<file path="config.mk">
export PLATFORM = sky130hd
export DESIGN_NAME = sync_clamp_control_status_regs
export DESIGN_NICKNAME = d
export VERILOG_FILES = /design/src/verilog/sync_clamp_pkg.sv /design/src/verilog/activity_detect.sv /design/src/verilog/sync_clamp_control_status_regs.sv
export SDC_FILE = /design/constraint.sdc
export NUM_CORES = 1
export LEC_CHECK = 0
export BUFFER_PORTS_ARGS = -buffer_cell sky130_fd_sc_hd__buf_2
export CAP_MARGIN = 20
export CORE_MARGIN = 2
export CORE_UTILIZATION = 46
export CTS_CLUSTER_SIZE = 10
export DETAILED_ROUTE_END_ITERATION = 6
export PLACE_DENSITY = 0.7
export RECOVER_POWER = 50
export SYNTH_ARGS = -nofsm -noshare
export SYNTH_HDL_FRONTEND = slang
export SYNTH_SLANG_ARGS = --single-unit
export TNS_END_PERCENT = 10
</file>
<file path="constraint.sdc">
create_clock -name clk -period 2.5 [get_ports clk]
set_input_delay 0 -clock clk [delete_from_list [all_inputs] [get_ports clk]]
set_output_delay 0 -clock clk [all_outputs]
set_load 0.05 [all_outputs]
</file>
<file path="src/verilog/sync_clamp_pkg.sv">
/*
 Constants, register layouts and timing counts for the sync, clamp
 and output control register slice of the video digitizer.
 Assumes a 25 MHz system clock that also samples the serial bus pins.
*/
package sync_clamp_pkg;

   // Serial bus slave address; the value is arbitrary
   localparam logic [6:0] DEV_ADDR = 7'h4C;

   localparam logic [7:0] ADDR_PLL_CLAMP = 8'h0F;
   localparam logic [7:0] ADDR_DRIVE = 8'h10;
   localparam logic [7:0] ADDR_STATUS = 8'h11;

   // Bit 7 down to bit 0 of the PLL and clamp control register
   typedef struct packed {
      logic hsPolHigh;
      logic coastPolHigh;
      logic clampExt;
      logic clampPolHigh;
      logic extClkBypass;
      logic [2:0] clampMid;
   } pll_clamp_s;

   typedef struct packed {
      logic [1:0] rsvdHi;
      logic [1:0] drive;
      logic hiz;
      logic syncDtPolHigh;
      logic [1:0] rsvdLo;
   } drive_s;

   typedef struct packed {
      logic hsDet;
      logic sogDet;
      logic vsDet;
      logic dclkDet;
      logic actAnalog;
      logic actSog;
      logic actSep;
      logic rsvd;
   } status_s;

   localparam logic [7:0] RST_PLL_CLAMP = 8'hD0;
   localparam logic [7:0] RST_DRIVE = 8'h34;
   localparam logic [7:0] DRIVE_WMASK = 8'h3C;

   localparam logic [1:0] DRV_LOW = 2'h0;
   localparam logic [1:0] DRV_MED = 2'h1;
   localparam logic [1:0] DRV_HIGH = 2'h2;

   localparam int CLK_MHZ = 25;
   localparam int HS_TIMEOUT_US = 100;
   localparam int VS_TIMEOUT_US = 40000;
   localparam int DCLK_TIMEOUT_US = 1;
   localparam int POL_WINDOW_US = 1000;
   localparam int HS_TIMEOUT_CYC = HS_TIMEOUT_US * CLK_MHZ;
   localparam int VS_TIMEOUT_CYC = VS_TIMEOUT_US * CLK_MHZ;
   localparam int DCLK_TIMEOUT_CYC = DCLK_TIMEOUT_US * CLK_MHZ;
   localparam int POL_WINDOW_CYC = POL_WINDOW_US * CLK_MHZ;

   localparam int CNT_W = 21;
   localparam int NUM_DET = 4;

endpackage

</file>
<file path="src/verilog/activity_detect.sv">
/*
 Activity detector: reports presence of toggling on one input.
 Assumes the input is synchronous to clk.
*/
`timescale 1ns/1ps
module activity_detect
#(
   parameter int TIMEOUT = 2500
)
(
   // Clock and reset
   input wire logic clk,
   input wire logic rst_n,
   // Watched signal
   input wire logic sig,
   // Presence flag
   output logic present
);

   localparam int W = sync_clamp_pkg::CNT_W;
   localparam logic [W-1:0] LIMIT = W'(TIMEOUT - 1);

   logic sigPrev_ff;
   logic present_ff;
   logic [W-1:0] cnt_ff;
   logic nxt_sigPrev;
   logic nxt_present;
   logic [W-1:0] nxt_cnt;

   // Any edge restarts the quiet timer; presence drops after TIMEOUT
   always_comb
   begin
      nxt_sigPrev = sig;
      nxt_present = present_ff;
      nxt_cnt = cnt_ff;
      if (sig != sigPrev_ff)
      begin
         nxt_cnt = '0;
         nxt_present = 1'b1;
      end
      else if (cnt_ff == LIMIT)
      begin
         nxt_present = 1'b0;
      end
      else
      begin
         nxt_cnt = cnt_ff + W'(1);
      end
   end

   always_ff @(posedge clk or negedge rst_n)
   begin
      if (!rst_n)
      begin
         sigPrev_ff <= 1'b0;
         present_ff <= 1'b0;
         cnt_ff <= '0;
      end
      else
      begin
         sigPrev_ff <= nxt_sigPrev;
         present_ff <= nxt_present;
         cnt_ff <= nxt_cnt;
      end
   end

   assign present = present_ff;

endmodule

</file>
<file path="src/verilog/sync_clamp_control_status_regs.sv">
/*
 Two-wire serial slave with the PLL and clamp control, output drive
 control and sync detect status registers, plus the sync, clamp and
 source selection logic they steer.
 Assumes scl, sdaIn and all video inputs are synchronous to clk and
 that scl is slow against clk (at least four clk cycles per level).
*/
`timescale 1ns/1ps
module sync_clamp_control_status_regs
#(
   parameter int HS_TIMEOUT_CYC = sync_clamp_pkg::HS_TIMEOUT_CYC,
   parameter int VS_TIMEOUT_CYC = sync_clamp_pkg::VS_TIMEOUT_CYC,
   parameter int DCLK_TIMEOUT_CYC = sync_clamp_pkg::DCLK_TIMEOUT_CYC,
   parameter int POL_WINDOW_CYC = sync_clamp_pkg::POL_WINDOW_CYC
)
(
   // Clock and reset
   input wire logic clk,
   input wire logic rst_n,
   // Two-wire serial bus
   input wire logic scl,
   input wire logic sdaIn,
   output logic sdaOut,
   output logic sdaOe,
   // Video timing inputs
   input wire logic hsyncIn,
   input wire logic sogIn,
   input wire logic vsyncIn,
   input wire logic digClkIn,
   input wire logic coastIn,
   input wire logic clampIn,
   // Override controls
   input wire logic intfOverride,
   input wire logic intfSelectDigital,
   input wire logic hsyncPolOverride,
   input wire logic hsyncSrcOverride,
   input wire logic hsyncSrcSog,
   input wire logic vsyncSrcOverride,
   input wire logic vsyncSrcSep,
   // Conditioned controls
   output logic hsyncPos,
   output logic coastPos,
   output logic clampPos,
   output logic externalClockBypass,
   output logic pllEnable,
   output logic [2:0] clampMidscale,
   output logic [1:0] driveSel,
   output logic dataOe,
   output logic syncDetectOutput,
   output logic activeAnalog,
   output logic hsyncFromSog,
   output logic vsyncFromSep
);

   localparam int W = sync_clamp_pkg::CNT_W;
   localparam int ND = sync_clamp_pkg::NUM_DET;
   localparam logic [W-1:0] POL_LAST = W'(POL_WINDOW_CYC - 1);
   localparam logic [W-1:0] POL_HALF = W'(POL_WINDOW_CYC / 2);

   typedef enum {
      ST_IDLE, ST_ADDR, ST_AACK, ST_REG, ST_RACK,
      ST_WR, ST_WACK, ST_RD, ST_MACK
   } bus_state_e;

   function automatic int timeoutFor(input int idx);
      case (idx)
         0, 1: timeoutFor = HS_TIMEOUT_CYC;
         2: timeoutFor = VS_TIMEOUT_CYC;
         default: timeoutFor = DCLK_TIMEOUT_CYC;
      endcase
   endfunction

   sync_clamp_pkg::pll_clamp_s pllClamp_ff;
   sync_clamp_pkg::drive_s drive_ff;
   sync_clamp_pkg::status_s status_ff;
   sync_clamp_pkg::pll_clamp_s nxt_pllClamp;
   sync_clamp_pkg::drive_s nxt_drive;
   sync_clamp_pkg::status_s nxt_status;

   function automatic logic [7:0] readByte(input logic [7:0] addr);
      case (addr)
         sync_clamp_pkg::ADDR_PLL_CLAMP: readByte = pllClamp_ff;
         sync_clamp_pkg::ADDR_DRIVE:
            readByte = drive_ff & sync_clamp_pkg::DRIVE_WMASK;
         sync_clamp_pkg::ADDR_STATUS: readByte = status_ff;
         default: readByte = 8'h00;
      endcase
   endfunction

   // Activity detectors: hsync, sync on green, vsync, digital clock
   logic [ND-1:0] detIn;
   logic [ND-1:0] det;
   assign detIn = {digClkIn, vsyncIn, sogIn, hsyncIn};

   genvar gi;
   generate
      for (gi = 0; gi < ND; gi++)
      begin : g_det
         activity_detect #(.TIMEOUT(timeoutFor(gi))) u_det
         (
            .clk(clk),
            .rst_n(rst_n),
            .sig(detIn[gi]),
            .present(det[gi])
         );
      end
   endgenerate

   // Serial bus slave
   bus_state_e state_ff;
   bus_state_e nxt_state;
   logic sclPrev_ff;
   logic sdaPrev_ff;
   logic [7:0] shift_ff;
   logic [3:0] bitCnt_ff;
   logic [7:0] ptr_ff;
   logic rw_ff;
   logic nack_ff;
   logic sdaOe_ff;
   logic [7:0] nxt_shift;
   logic [3:0] nxt_bitCnt;
   logic [7:0] nxt_ptr;
   logic nxt_rw;
   logic nxt_nack;
   logic nxt_sdaOe;
   logic wrStb;
   logic [7:0] rdByte;

   logic sclRise;
   logic sclFall;
   logic startCond;
   logic stopCond;
   assign sclRise = scl && !sclPrev_ff;
   assign sclFall = !scl && sclPrev_ff;
   assign startCond = scl && sclPrev_ff && sdaPrev_ff && !sdaIn;
   assign stopCond = scl && sclPrev_ff && !sdaPrev_ff && sdaIn;

   always_comb
   begin
      nxt_state = state_ff;
      nxt_shift = shift_ff;
      nxt_bitCnt = bitCnt_ff;
      nxt_ptr = ptr_ff;
      nxt_rw = rw_ff;
      nxt_nack = nack_ff;
      nxt_sdaOe = sdaOe_ff;
      wrStb = 1'b0;
      rdByte = readByte(ptr_ff);
      if (startCond)
      begin
         nxt_state = ST_ADDR;
         nxt_bitCnt = 4'h0;
         nxt_sdaOe = 1'b0;
      end
      else if (stopCond)
      begin
         nxt_state = ST_IDLE;
         nxt_sdaOe = 1'b0;
      end
      else if (sclRise)
      begin
         case (state_ff)
            ST_ADDR, ST_REG, ST_WR:
            begin
               nxt_shift = {shift_ff[6:0], sdaIn};
               nxt_bitCnt = bitCnt_ff + 4'h1;
            end
            ST_RD: nxt_bitCnt = bitCnt_ff + 4'h1;
            ST_MACK: nxt_nack = sdaIn;
            default: nxt_state = state_ff;
         endcase
      end
      else if (sclFall)
      begin
         case (state_ff)
            ST_ADDR:
               if (bitCnt_ff == 4'h8)
               begin
                  if (shift_ff[7:1] == sync_clamp_pkg::DEV_ADDR)
                  begin
                     nxt_state = ST_AACK;
                     nxt_rw = shift_ff[0];
                     nxt_sdaOe = 1'b1;
                  end
                  else
                  begin
                     nxt_state = ST_IDLE;
                  end
               end
            ST_AACK, ST_MACK:
            begin
               nxt_bitCnt = 4'h0;
               if (state_ff == ST_MACK && nack_ff)
               begin
                  nxt_state = ST_IDLE;
                  nxt_sdaOe = 1'b0;
               end
               else if (state_ff == ST_MACK || rw_ff)
               begin
                  nxt_state = ST_RD;
                  nxt_shift = rdByte;
                  nxt_sdaOe = !rdByte[7];
               end
               else
               begin
                  nxt_state = ST_REG;
                  nxt_sdaOe = 1'b0;
               end
            end
            ST_REG:
               if (bitCnt_ff == 4'h8)
               begin
                  nxt_ptr = shift_ff;
                  nxt_state = ST_RACK;
                  nxt_sdaOe = 1'b1;
               end
            ST_WR:
               if (bitCnt_ff == 4'h8)
               begin
                  wrStb = 1'b1;
                  nxt_state = ST_WACK;
                  nxt_sdaOe = 1'b1;
               end
            ST_RACK, ST_WACK:
            begin
               if (state_ff == ST_WACK)
               begin
                  nxt_ptr = ptr_ff + 8'h01;
               end
               nxt_state = ST_WR;
               nxt_bitCnt = 4'h0;
               nxt_sdaOe = 1'b0;
            end
            ST_RD:
               if (bitCnt_ff == 4'h8)
               begin
                  nxt_state = ST_MACK;
                  nxt_ptr = ptr_ff + 8'h01;
                  nxt_sdaOe = 1'b0;
               end
               else
               begin
                  nxt_sdaOe = !shift_ff[6];
                  nxt_shift = {shift_ff[6:0], 1'b0};
               end
            default: nxt_state = ST_IDLE;
         endcase
      end
   end

   always_ff @(posedge clk or negedge rst_n)
   begin
      if (!rst_n)
      begin
         state_ff <= ST_IDLE;
         sclPrev_ff <= 1'b1;
         sdaPrev_ff <= 1'b1;
         shift_ff <= 8'h00;
         bitCnt_ff <= 4'h0;
         ptr_ff <= 8'h00;
         rw_ff <= 1'b0;
         nack_ff <= 1'b0;
         sdaOe_ff <= 1'b0;
      end
      else
      begin
         state_ff <= nxt_state;
         sclPrev_ff <= scl;
         sdaPrev_ff <= sdaIn;
         shift_ff <= nxt_shift;
         bitCnt_ff <= nxt_bitCnt;
         ptr_ff <= nxt_ptr;
         rw_ff <= nxt_rw;
         nack_ff <= nxt_nack;
         sdaOe_ff <= nxt_sdaOe;
      end
   end

   // Registers; the status byte is rebuilt every cycle
   always_comb
   begin
      nxt_pllClamp = pllClamp_ff;
      nxt_drive = drive_ff;
      if (wrStb && ptr_ff == sync_clamp_pkg::ADDR_PLL_CLAMP)
      begin
         nxt_pllClamp = shift_ff;
      end
      if (wrStb && ptr_ff == sync_clamp_pkg::ADDR_DRIVE)
      begin
         nxt_drive = shift_ff & sync_clamp_pkg::DRIVE_WMASK;
      end
      nxt_status.hsDet = det[0];
      nxt_status.sogDet = det[1];
      nxt_status.vsDet = det[2];
      nxt_status.dclkDet = det[3];
      nxt_status.actAnalog = det[0] || det[1];
      nxt_status.actSog = det[1] && !det[0];
      nxt_status.actSep = !det[2];
      nxt_status.rsvd = 1'b0;
   end

   always_ff @(posedge clk or negedge rst_n)
   begin
      if (!rst_n)
      begin
         pllClamp_ff <= sync_clamp_pkg::RST_PLL_CLAMP;
         drive_ff <= sync_clamp_pkg::RST_DRIVE;
         status_ff <= 8'h00;
      end
      else
      begin
         pllClamp_ff <= nxt_pllClamp;
         drive_ff <= nxt_drive;
         status_ff <= nxt_status;
      end
   end

   // Automatic hsync polarity: the shorter level is the pulse
   logic [W-1:0] winCnt_ff;
   logic [W-1:0] hiCnt_ff;
   logic autoPolHigh_ff;
   logic [W-1:0] nxt_winCnt;
   logic [W-1:0] nxt_hiCnt;
   logic nxt_autoPolHigh;
   logic rawHs;
   logic hsPolHigh;
   logic syncDet;

   always_comb
   begin
      nxt_autoPolHigh = autoPolHigh_ff;
      nxt_winCnt = winCnt_ff + W'(1);
      nxt_hiCnt = hiCnt_ff + W'(rawHs);
      if (winCnt_ff == POL_LAST)
      begin
         nxt_autoPolHigh = hiCnt_ff < POL_HALF;
         nxt_winCnt = '0;
         nxt_hiCnt = '0;
      end
   end

   always_ff @(posedge clk or negedge rst_n)
   begin
      if (!rst_n)
      begin
         winCnt_ff <= '0;
         hiCnt_ff <= '0;
         autoPolHigh_ff <= 1'b0;
      end
      else
      begin
         winCnt_ff <= nxt_winCnt;
         hiCnt_ff <= nxt_hiCnt;
         autoPolHigh_ff <= nxt_autoPolHigh;
      end
   end

   // Source selection and conditioned outputs
   logic nxt_hsyncFromSog;
   logic nxt_vsyncFromSep;
   logic nxt_activeAnalog;
   logic [1:0] nxt_driveSel;
   logic hsyncPos_ff;
   logic coastPos_ff;
   logic clampPos_ff;
   logic external_clock_bypass_ff;
   logic pllEn_ff;
   logic [2:0] clampMid_ff;
   logic [1:0] driveSel_ff;
   logic dataOe_ff;
   logic syncDtOut_ff;
   logic actAnalog_ff;
   logic hsSog_ff;
   logic vsSep_ff;

   always_comb
   begin
      nxt_hsyncFromSog = hsyncSrcOverride ? hsyncSrcSog : status_ff.actSog;
      nxt_vsyncFromSep = vsyncSrcOverride ? vsyncSrcSep : status_ff.actSep;
      nxt_activeAnalog = intfOverride ? !intfSelectDigital
                                      : status_ff.actAnalog;
      rawHs = hsSog_ff ? sogIn : hsyncIn;
      hsPolHigh = hsyncPolOverride ? pllClamp_ff.hsPolHigh : autoPolHigh_ff;
      syncDet = status_ff.hsDet || status_ff.sogDet;
      case (drive_ff.drive)
         2'b11, 2'b10: nxt_driveSel = sync_clamp_pkg::DRV_HIGH;
         2'b01: nxt_driveSel = sync_clamp_pkg::DRV_MED;
         default: nxt_driveSel = sync_clamp_pkg::DRV_LOW;
      endcase
   end

   always_ff @(posedge clk or negedge rst_n)
   begin
      if (!rst_n)
      begin
         hsyncPos_ff <= 1'b0;
         coastPos_ff <= 1'b0;
         clampPos_ff <= 1'b0;
         external_clock_bypass_ff <= 1'b0;
         pllEn_ff <= 1'b1;
         clampMid_ff <= 3'h0;
         driveSel_ff <= sync_clamp_pkg::DRV_HIGH;
         dataOe_ff <= 1'b0;
         syncDtOut_ff <= 1'b0;
         actAnalog_ff <= 1'b0;
         hsSog_ff <= 1'b0;
         vsSep_ff <= 1'b0;
      end
      else
      begin
         hsyncPos_ff <= rawHs ^ !hsPolHigh;
         coastPos_ff <= coastIn ^ !pllClamp_ff.coastPolHigh;
         clampPos_ff <= pllClamp_ff.clampExt
                        ? clampIn ^ !pllClamp_ff.clampPolHigh
                        : rawHs ^ !hsPolHigh;
         external_clock_bypass_ff <= pllClamp_ff.extClkBypass;
         pllEn_ff <= !pllClamp_ff.extClkBypass;
         clampMid_ff <= pllClamp_ff.clampMid;
         driveSel_ff <= nxt_driveSel;
         dataOe_ff <= !drive_ff.hiz;
         syncDtOut_ff <= syncDet ^ !drive_ff.syncDtPolHigh;
         actAnalog_ff <= nxt_activeAnalog;
         hsSog_ff <= nxt_hsyncFromSog;
         vsSep_ff <= nxt_vsyncFromSep;
      end
   end

   // Open-drain data line only ever pulls low
   logic sdaOut_ff;
   always_ff @(posedge clk or negedge rst_n)
   begin
      if (!rst_n)
      begin
         sdaOut_ff <= 1'b0;
      end
      else
      begin
         sdaOut_ff <= 1'b0;
      end
   end

   assign sdaOut = sdaOut_ff;
   assign sdaOe = sdaOe_ff;
   assign hsyncPos = hsyncPos_ff;
   assign coastPos = coastPos_ff;
   assign clampPos = clampPos_ff;
   assign externalClockBypass = external_clock_bypass_ff;
   assign pllEnable = pllEn_ff;
   assign clampMidscale = clampMid_ff;
   assign driveSel = driveSel_ff;
   assign dataOe = dataOe_ff;
   assign syncDetectOutput = syncDtOut_ff;
   assign activeAnalog = actAnalog_ff;
   assign hsyncFromSog = hsSog_ff;
   assign vsyncFromSep = vsSep_ff;

endmodule

</file>
* Word-level counts from Yosys, hierarchy flattened
Cells that the tools add are included.
** Storage, ports and cells
- Bits in registers :: 226
- Input port bits :: 17
- Output and inout port bits :: 17
** Cells by class
- Add/sub/neg operators :: 8
- $lt $le $gt $ge :: 1
- Equal/unequal tests :: 47
- Muxes and demuxes :: 72
- Bitwise operators :: 7
- Reduce and logical (&&, ||, !) cells :: 54
** Operators by type and width (count)
- 32-bit 2-to-1 mux :: 8
- 21-bit 2-to-1 mux :: 10
- 32-bit one-hot mux with 6 select lines :: 1
- 32-bit by 3-bit == test with 1-bit output, second input constant :: 4
- 21-bit by 1-bit adder with 21-bit output, second input constant :: 5
- 8-bit 2-to-1 mux :: 9
- 32-bit by 2-bit == test with 1-bit output, second input constant :: 2
- 32-bit by 4-bit == test with 1-bit output, second input constant :: 2
- 8-bit one-hot mux with 3 select lines :: 2
- 21-bit by 12-bit == test with 1-bit output, second input constant :: 2
- 32-bit by 1-bit == test with 1-bit output, second input constant :: 1
- 32-bit by 5-bit == test with 1-bit output, second input constant :: 1
- 1-bit 2-to-1 mux :: 30
- 4-bit 2-to-1 mux :: 6
- 21-bit by 1-bit adder with 21-bit output :: 1
- 21-bit by 15-bit == test with 1-bit output, second input constant :: 1
- 21-bit by 20-bit == test with 1-bit output, second input constant :: 1
- 21-bit by 5-bit == test with 1-bit output, second input constant :: 1
- 21-bit by 14-bit < comparator with 1-bit output, second input constant :: 1
- 4-bit != test, second input constant :: 5
- 8-bit by 5-bit == test with 1-bit output, second input constant :: 2
- 8-bit one-hot mux with 2 select lines :: 1
- 8-bit AND reduction :: 2
- 1-bit logical NOT :: 15
- other kinds (31) :: 76

* Logic depth before layout (Yosys ltp)
- Depth in word-level cells :: 10
- Mapped depth :: 9

* Hierarchy
From an unflattened synthesis, not the netlist that was laid out.
** Second synthesis, totals
- Cell total of the unflattened synthesis :: 1011
- Area total of the unflattened synthesis :: 10216.0 um^2
** By module, submodules not included
- sync_clamp_control_status_regs :: instances 1, cells an instance 509, area an instance 5352.6 um^2, seq. area each 2665.1 um^2
- activity_detect at g_det[0].u_det ... :: instances 2, cells an instance 126, area an instance 1229.9 um^2, seq. area each 575.6 um^2
- activity_detect at g_det[3].u_det :: instances 1, cells an instance 126, area an instance 1221.2 um^2, seq. area each 575.6 um^2
- activity_detect at g_det[2].u_det :: instances 1, cells an instance 124, area an instance 1182.4 um^2, seq. area each 575.6 um^2

* Worst setup path after synthesis
Ideal clock, no wire load.
- Kind :: flip-flop to flip-flop
- Start :: register hsSog_ff, in the netlist hsyncFromSog
- End :: register hiCnt_ff[18]
- Library setup time :: 0.132 ns
- Arrival time :: 2.091 ns
- Data required time :: 2.368 ns
- Slack :: 0.277 ns
- Cell stages (with the launch flop) :: 10
- Path through :: dfrtp_1 > mux2i_1 > inv_1 > ha_1 > ha_1 > nand4_1 > nor4_1 > nand3_1 > xor2_1 > nor2_1
** On the way
- Longest elaborated chain between the ends :: 3
** Ends and longest elaborated chain
- from (decl) :: RTL line sync_clamp_control_status_regs.sv:373 : logic hsSog_ff;
- from (signal assigned) :: RTL line sync_clamp_control_status_regs.sv:423 : hsSog_ff <= nxt_hsyncFromSog;
- 1-bit 2-to-1 mux :: RTL line sync_clamp_control_status_regs.sv:382 : rawHs = hsSog_ff ? sogIn : hsyncIn;
- 21-bit by 1-bit adder with 21-bit output :: RTL line sync_clamp_control_status_regs.sv:333 : nxt_hiCnt = hiCnt_ff + W'(rawHs);
- 21-bit 2-to-1 mux :: RTL line sync_clamp_control_status_regs.sv:334 : if (winCnt_ff == POL_LAST)
- named net nxt_hiCnt[18] :: RTL line sync_clamp_control_status_regs.sv:323 : logic [W-1:0] nxt_hiCnt;
- to (signal assigned) :: RTL line sync_clamp_control_status_regs.sv:353 : hiCnt_ff <= nxt_hiCnt;
- to (decl) :: RTL line sync_clamp_control_status_regs.sv:320 : logic [W-1:0] hiCnt_ff;
The timed path passes the listed nets, and every way through them passes these cells.
A chain may end at the register's enable or synchronous reset.

* Worst setup path after layout
- Start :: register hsSog_ff, in the netlist hsyncFromSog
- End :: register hiCnt_ff[20]
Same word-level chain as after synthesis.

==> qor.txt <==
PLACEMENT
--------------------------------------------------------------------------------------
Total of buffers placed on input and output ports .......................           32
Dpl ws ..................................................................       236 ps
RePlAce Congestion ......................................................        0.805
Cell area after placement ...............................................    10300 µm²
Placed wire-length estimate .............................................      13.2 mm

DIE
--------------------------------------------------------------------------------------
Die W ...................................................................       149 µm
Top Ports ...............................................................           34
Row count ...............................................................           53
Floorplan core area .....................................................    20900 µm²
Overall die height ......................................................       149 µm
Effective utilization at floorplan ......................................        46.6%
Floorplan die area ......................................................    22300 µm²

FINAL LAYOUT
--------------------------------------------------------------------------------------
Growth of design area from synthesis to finish ..........................        13.6%
Area occupied by multi-input gates ......................................     4500 µm²
Share of cells above drive strength 1 ...................................        11.2%
Antenna cell count ......................................................            0
Fill cell count .........................................................         1911
Area used by sequential logic in the layout .............................     4970 µm²
Total Nets Final ........................................................         1066
Final instance area .....................................................    11100 µm²

DETAILED ROUTING
--------------------------------------------------------------------------------------
Number of DRC violations after detailed routing .........................            0
Routed met1 length ......................................................      9.43 mm
Routed length per placed instance .......................................      14.9 µm
Ratio of routed vias to standard cells ..................................         5.46
Antenna Violating Nets Remaining ........................................            0
Uppermost metal layer occupied by signal nets ...........................         met4
Detailed-routed wire length on met3 .....................................       579 µm
Detailed-router iteration count before antenna repair ...................            7
Initial detailed-routing violation count ................................          393
Met2 layer wire length in the routed design .............................      9.38 mm
Total via count in the routed design ....................................         7213
Routed wire length ......................................................      19.7 mm

LOGIC SYNTHESIS
--------------------------------------------------------------------------------------
Number of distinct standard cells referenced by the synthesized netlist .           65
Dominant cell by count in the synthesized netlist .......................      dfrtp_1
Number of flops mapped to enable cells by yosys .........................            0
Async SR Flop Fraction ..................................................         100%
Total of warnings raised by yosys .......................................            0
Cell area after synthesis ...............................................     9730 µm²
Cell types occupying the most area after synthesis ...................... dfrtp_1, nor2_1, xnor2_1, xor2_1, dfstp_2
Synth area leader .......................................................      dfrtp_1
Part of the Yosys area used for sequential elements .....................        51.0%
Number of synthesized register bits .....................................          198
Dominant synthesized flop cell ..........................................      dfrtp_1
Post-Synthesis Mean Instance Area .......................................     9.96 µm²
Synth Net Count .........................................................         1010
Synthesized instance count ..............................................          977
Portion of synthesized cell area occupied by the leading cell type ......        48.3%
Leading cell types by count after synthesis ............................. dfrtp_1, nor2_1, xnor2_1, xor2_1

WORST HOLD PATH
--------------------------------------------------------------------------------------
Min-Delay Startpoint ....................................................     digClkIn
Hold WC Path Type ....................................................... input pin to flop
Worst-case hold path end point .......................................... g_det[3].u_det.sigPrev_ff$_DFF_PN0_
Min-Delay Path Depth ....................................................            2

CRITICAL PATH
--------------------------------------------------------------------------------------
Data required, critical path ............................................      2820 ps
Worst reg2reg startpoint ................................................ hsyncFromSog$_DFF_PN0_
Data arrival time of the critical path ..................................      2630 ps
Worst Reg2Reg Path Length in Cells ......................................            9
R2R Setup Slk ...........................................................       200 ps
CP max FO ...............................................................            4
RR Endpoint ............................................................. hiCnt_ff[20]$_DFF_PN0_
Setup Crit Path Kind .................................................... flop to flop
Element type at the critical path start .................................         flop
Setup crit end kind .....................................................         flop

CLOCK TREE
--------------------------------------------------------------------------------------
TritonCTS clock tree ....................................................          yes
Clock transition at the registers of the reported paths .................        70 ps
# Post-CTS Setup Buffers ................................................            0
Post-CTS Hold Fix Bufs ..................................................           16
Sink count of the clock tree ............................................          198
Clock Path Buffers ......................................................            2
Count of H-tree levels built during CTS .................................            4
Quantity of gates resized following cts .................................            0
Clock tree root driver cell .............................................    clkbuf_16
Clock Latency Late Sink .................................................       430 ps
Clock buffer count from CTS .............................................           17

RUN STATUS
--------------------------------------------------------------------------------------
Status .................................................................. finished with violations
Failing checks .......................................................... max-capacitance violations, max-slew violations

STA
--------------------------------------------------------------------------------------
Clk_skew ................................................................      6.53 ps
Time the worst path needs with I/O delays and setup .....................      2300 ps
Hold Vio Cnt, Final .....................................................            0
Setup violation total in the final timing report ........................            0
Relative slew slack .....................................................       -17.9%
Final hold slack ........................................................       258 ps
Worst-Margin Slew .......................................................      1770 ps
RSZ-0062 raised after global routing ....................................        false
Final slew viol count ...................................................           70
Final setup slack of the worst path .....................................       195 ps
Setup TNS ...............................................................         0 ps
Crit share post-route ...................................................        92.2%
Peak Freq ...............................................................      434 MHz

GRT
--------------------------------------------------------------------------------------
Global-route total usage across every layer .............................        18.6%
Antenna violations before repair ........................................            0
Global-route wire length before repair ..................................      33.9 mm
Largest net degree at the start of global routing .......................           71
Residual overflow from global routing ...................................            0
Vias in the first global route ..........................................         7108

POWER AND IR DROP
--------------------------------------------------------------------------------------
Clock network fraction of total power ...................................        40.6%
Net switching share of the total power ..................................        25.0%
Peak supply drop ........................................................   0.000477 V
Total power density per cell area .......................................   627 nW/µm²
Internal cell power .....................................................      5.20 mW
Sw Pwr ..................................................................      1.73 mW
Leakage Power ...........................................................      4.73 nW
Design Power ............................................................      6.93 mW
Sequential share of power ...............................................        50.4%
Combinational cell fraction of total power ..............................         9.0%

FLOW RUN
--------------------------------------------------------------------------------------
Number of violations of the max-capacitance limit .......................            1

## worst max-delay path, cell delays in order (launching register included)
cell     delay, ps
dfrtp_1        380
mux2i_1        210
inv_1          100
ha_1           190
ha_1           240
nand4_1        160
nor4_1         520
nand3_1        170
xor2_1         180
nor2_1          60
## cell type report
class	instances	area share [%]
inverters	37	1.26
multi-input cells	708	40.7
flip-flops and latches	198	44.9
clock buffers	21	4.07
clock inverters	11	1.34
repair buffers	71	4.63
well taps	275	3.11
## cells by family after synthesis
| group | count (synthesis) | share of synthesized area, % |
|---|---|---|
| AO/OA/AOI/OAI | 127 | 8.51 |
| buffers and inverters | 71 | 2.82 |
| adder cells (fa/ha/maj) | 16 | 2.06 |
| other | 1 | 0.0385 |
| XOR/XNOR | 106 | 9.54 |
| AND/OR/NAND/NOR | 432 | 23.1 |
| multiplexers | 26 | 2.91 |
| flip-flops | 198 | 51.0 |
## cells in the final DEF (no fill, tap or decap), drive strengths merged, types with 4 or more instances in the layout
cell	count
mux2i	8
clkbuf	28
o21ai	29
dfrtp	188
buf	48
nor3	39
inv	39
o21bai	4
a21oi	31
a22oi	5
a31oi	6
xnor2	53
nor2	136
a21o	6
nor2b	11
and3	14
xor2	53
nand3b	5
nor3b	5
dlygate4sd3	16
dfstp	10
or4	11
nand4	27
mux2	18
nand2b	11
nor4	21
nand2	52
clkinv	5
and4	7
nor4b	8
or3	18
a22o	7
ha	16
a211oi	8
a32oi	4
nand3	52
o21a	5
## worst max path at each step
stage,slack [ps],start,endpoint,cells after the start
global route,6,hsyncFromSog$_DFF_PN0_,hiCnt_ff[18]$_DFF_PN0_,9
CTS,220,hsyncFromSog$_DFF_PN0_,hiCnt_ff[20]$_DFF_PN0_,9
finish,200,hsyncFromSog$_DFF_PN0_,hiCnt_ff[20]$_DFF_PN0_,9
detailed placement,240,hsyncFromSog$_DFF_PN0_,hiCnt_ff[20]$_DFF_PN0_,9
global placement,300,hsyncFromSog$_DFF_PN0_,hiCnt_ff[20]$_DFF_PN0_,9
floorplan,280,hsyncFromSog$_DFF_PN0_,hiCnt_ff[18]$_DFF_PN0_,9
## per-layer routing
metal  up-vias  GRT usage, %
li1       3554             -
met1      3522          25.4
met2       113          30.4
met3        24          3.93
met4         0          4.81
met5         -             0
## registers in the layout (all words and copies together), names as in the netlist, 4 cells and up
register / cells
g_det.u_det.cnt_ff: 84
hiCnt_ff: 21
winCnt_ff: 21
pllClamp_ff: 8
ptr_ff: 8
shift_ff: 8
status_ff: 7
bitCnt_ff: 4
drive_ff: 4
g_det.u_det.present: 4
g_det.u_det.sigPrev_ff: 4
state_ff: 4
## power groups by stage
stage	registers, mW	clock network [mW]	logic (mW)
after floorplan	3.52	0	0.397
after global placement	3.55	0	0.595
after detailed placement	3.55	0	0.609
after CTS	3.49	2.88	0.638
after global routing	3.52	3.01	0.715
final	3.49	2.81	0.623
## through the flow
step	util, %	std cells
2_1_floorplan	-	977
3_3_place_gp	49.4	1273
3_5_place_dp	49.4	1273
4_1_cts	53.1	1321
5_1_grt	52.9	1321
6_report	52.9	1321
Power figures use the tool's default switching activity.
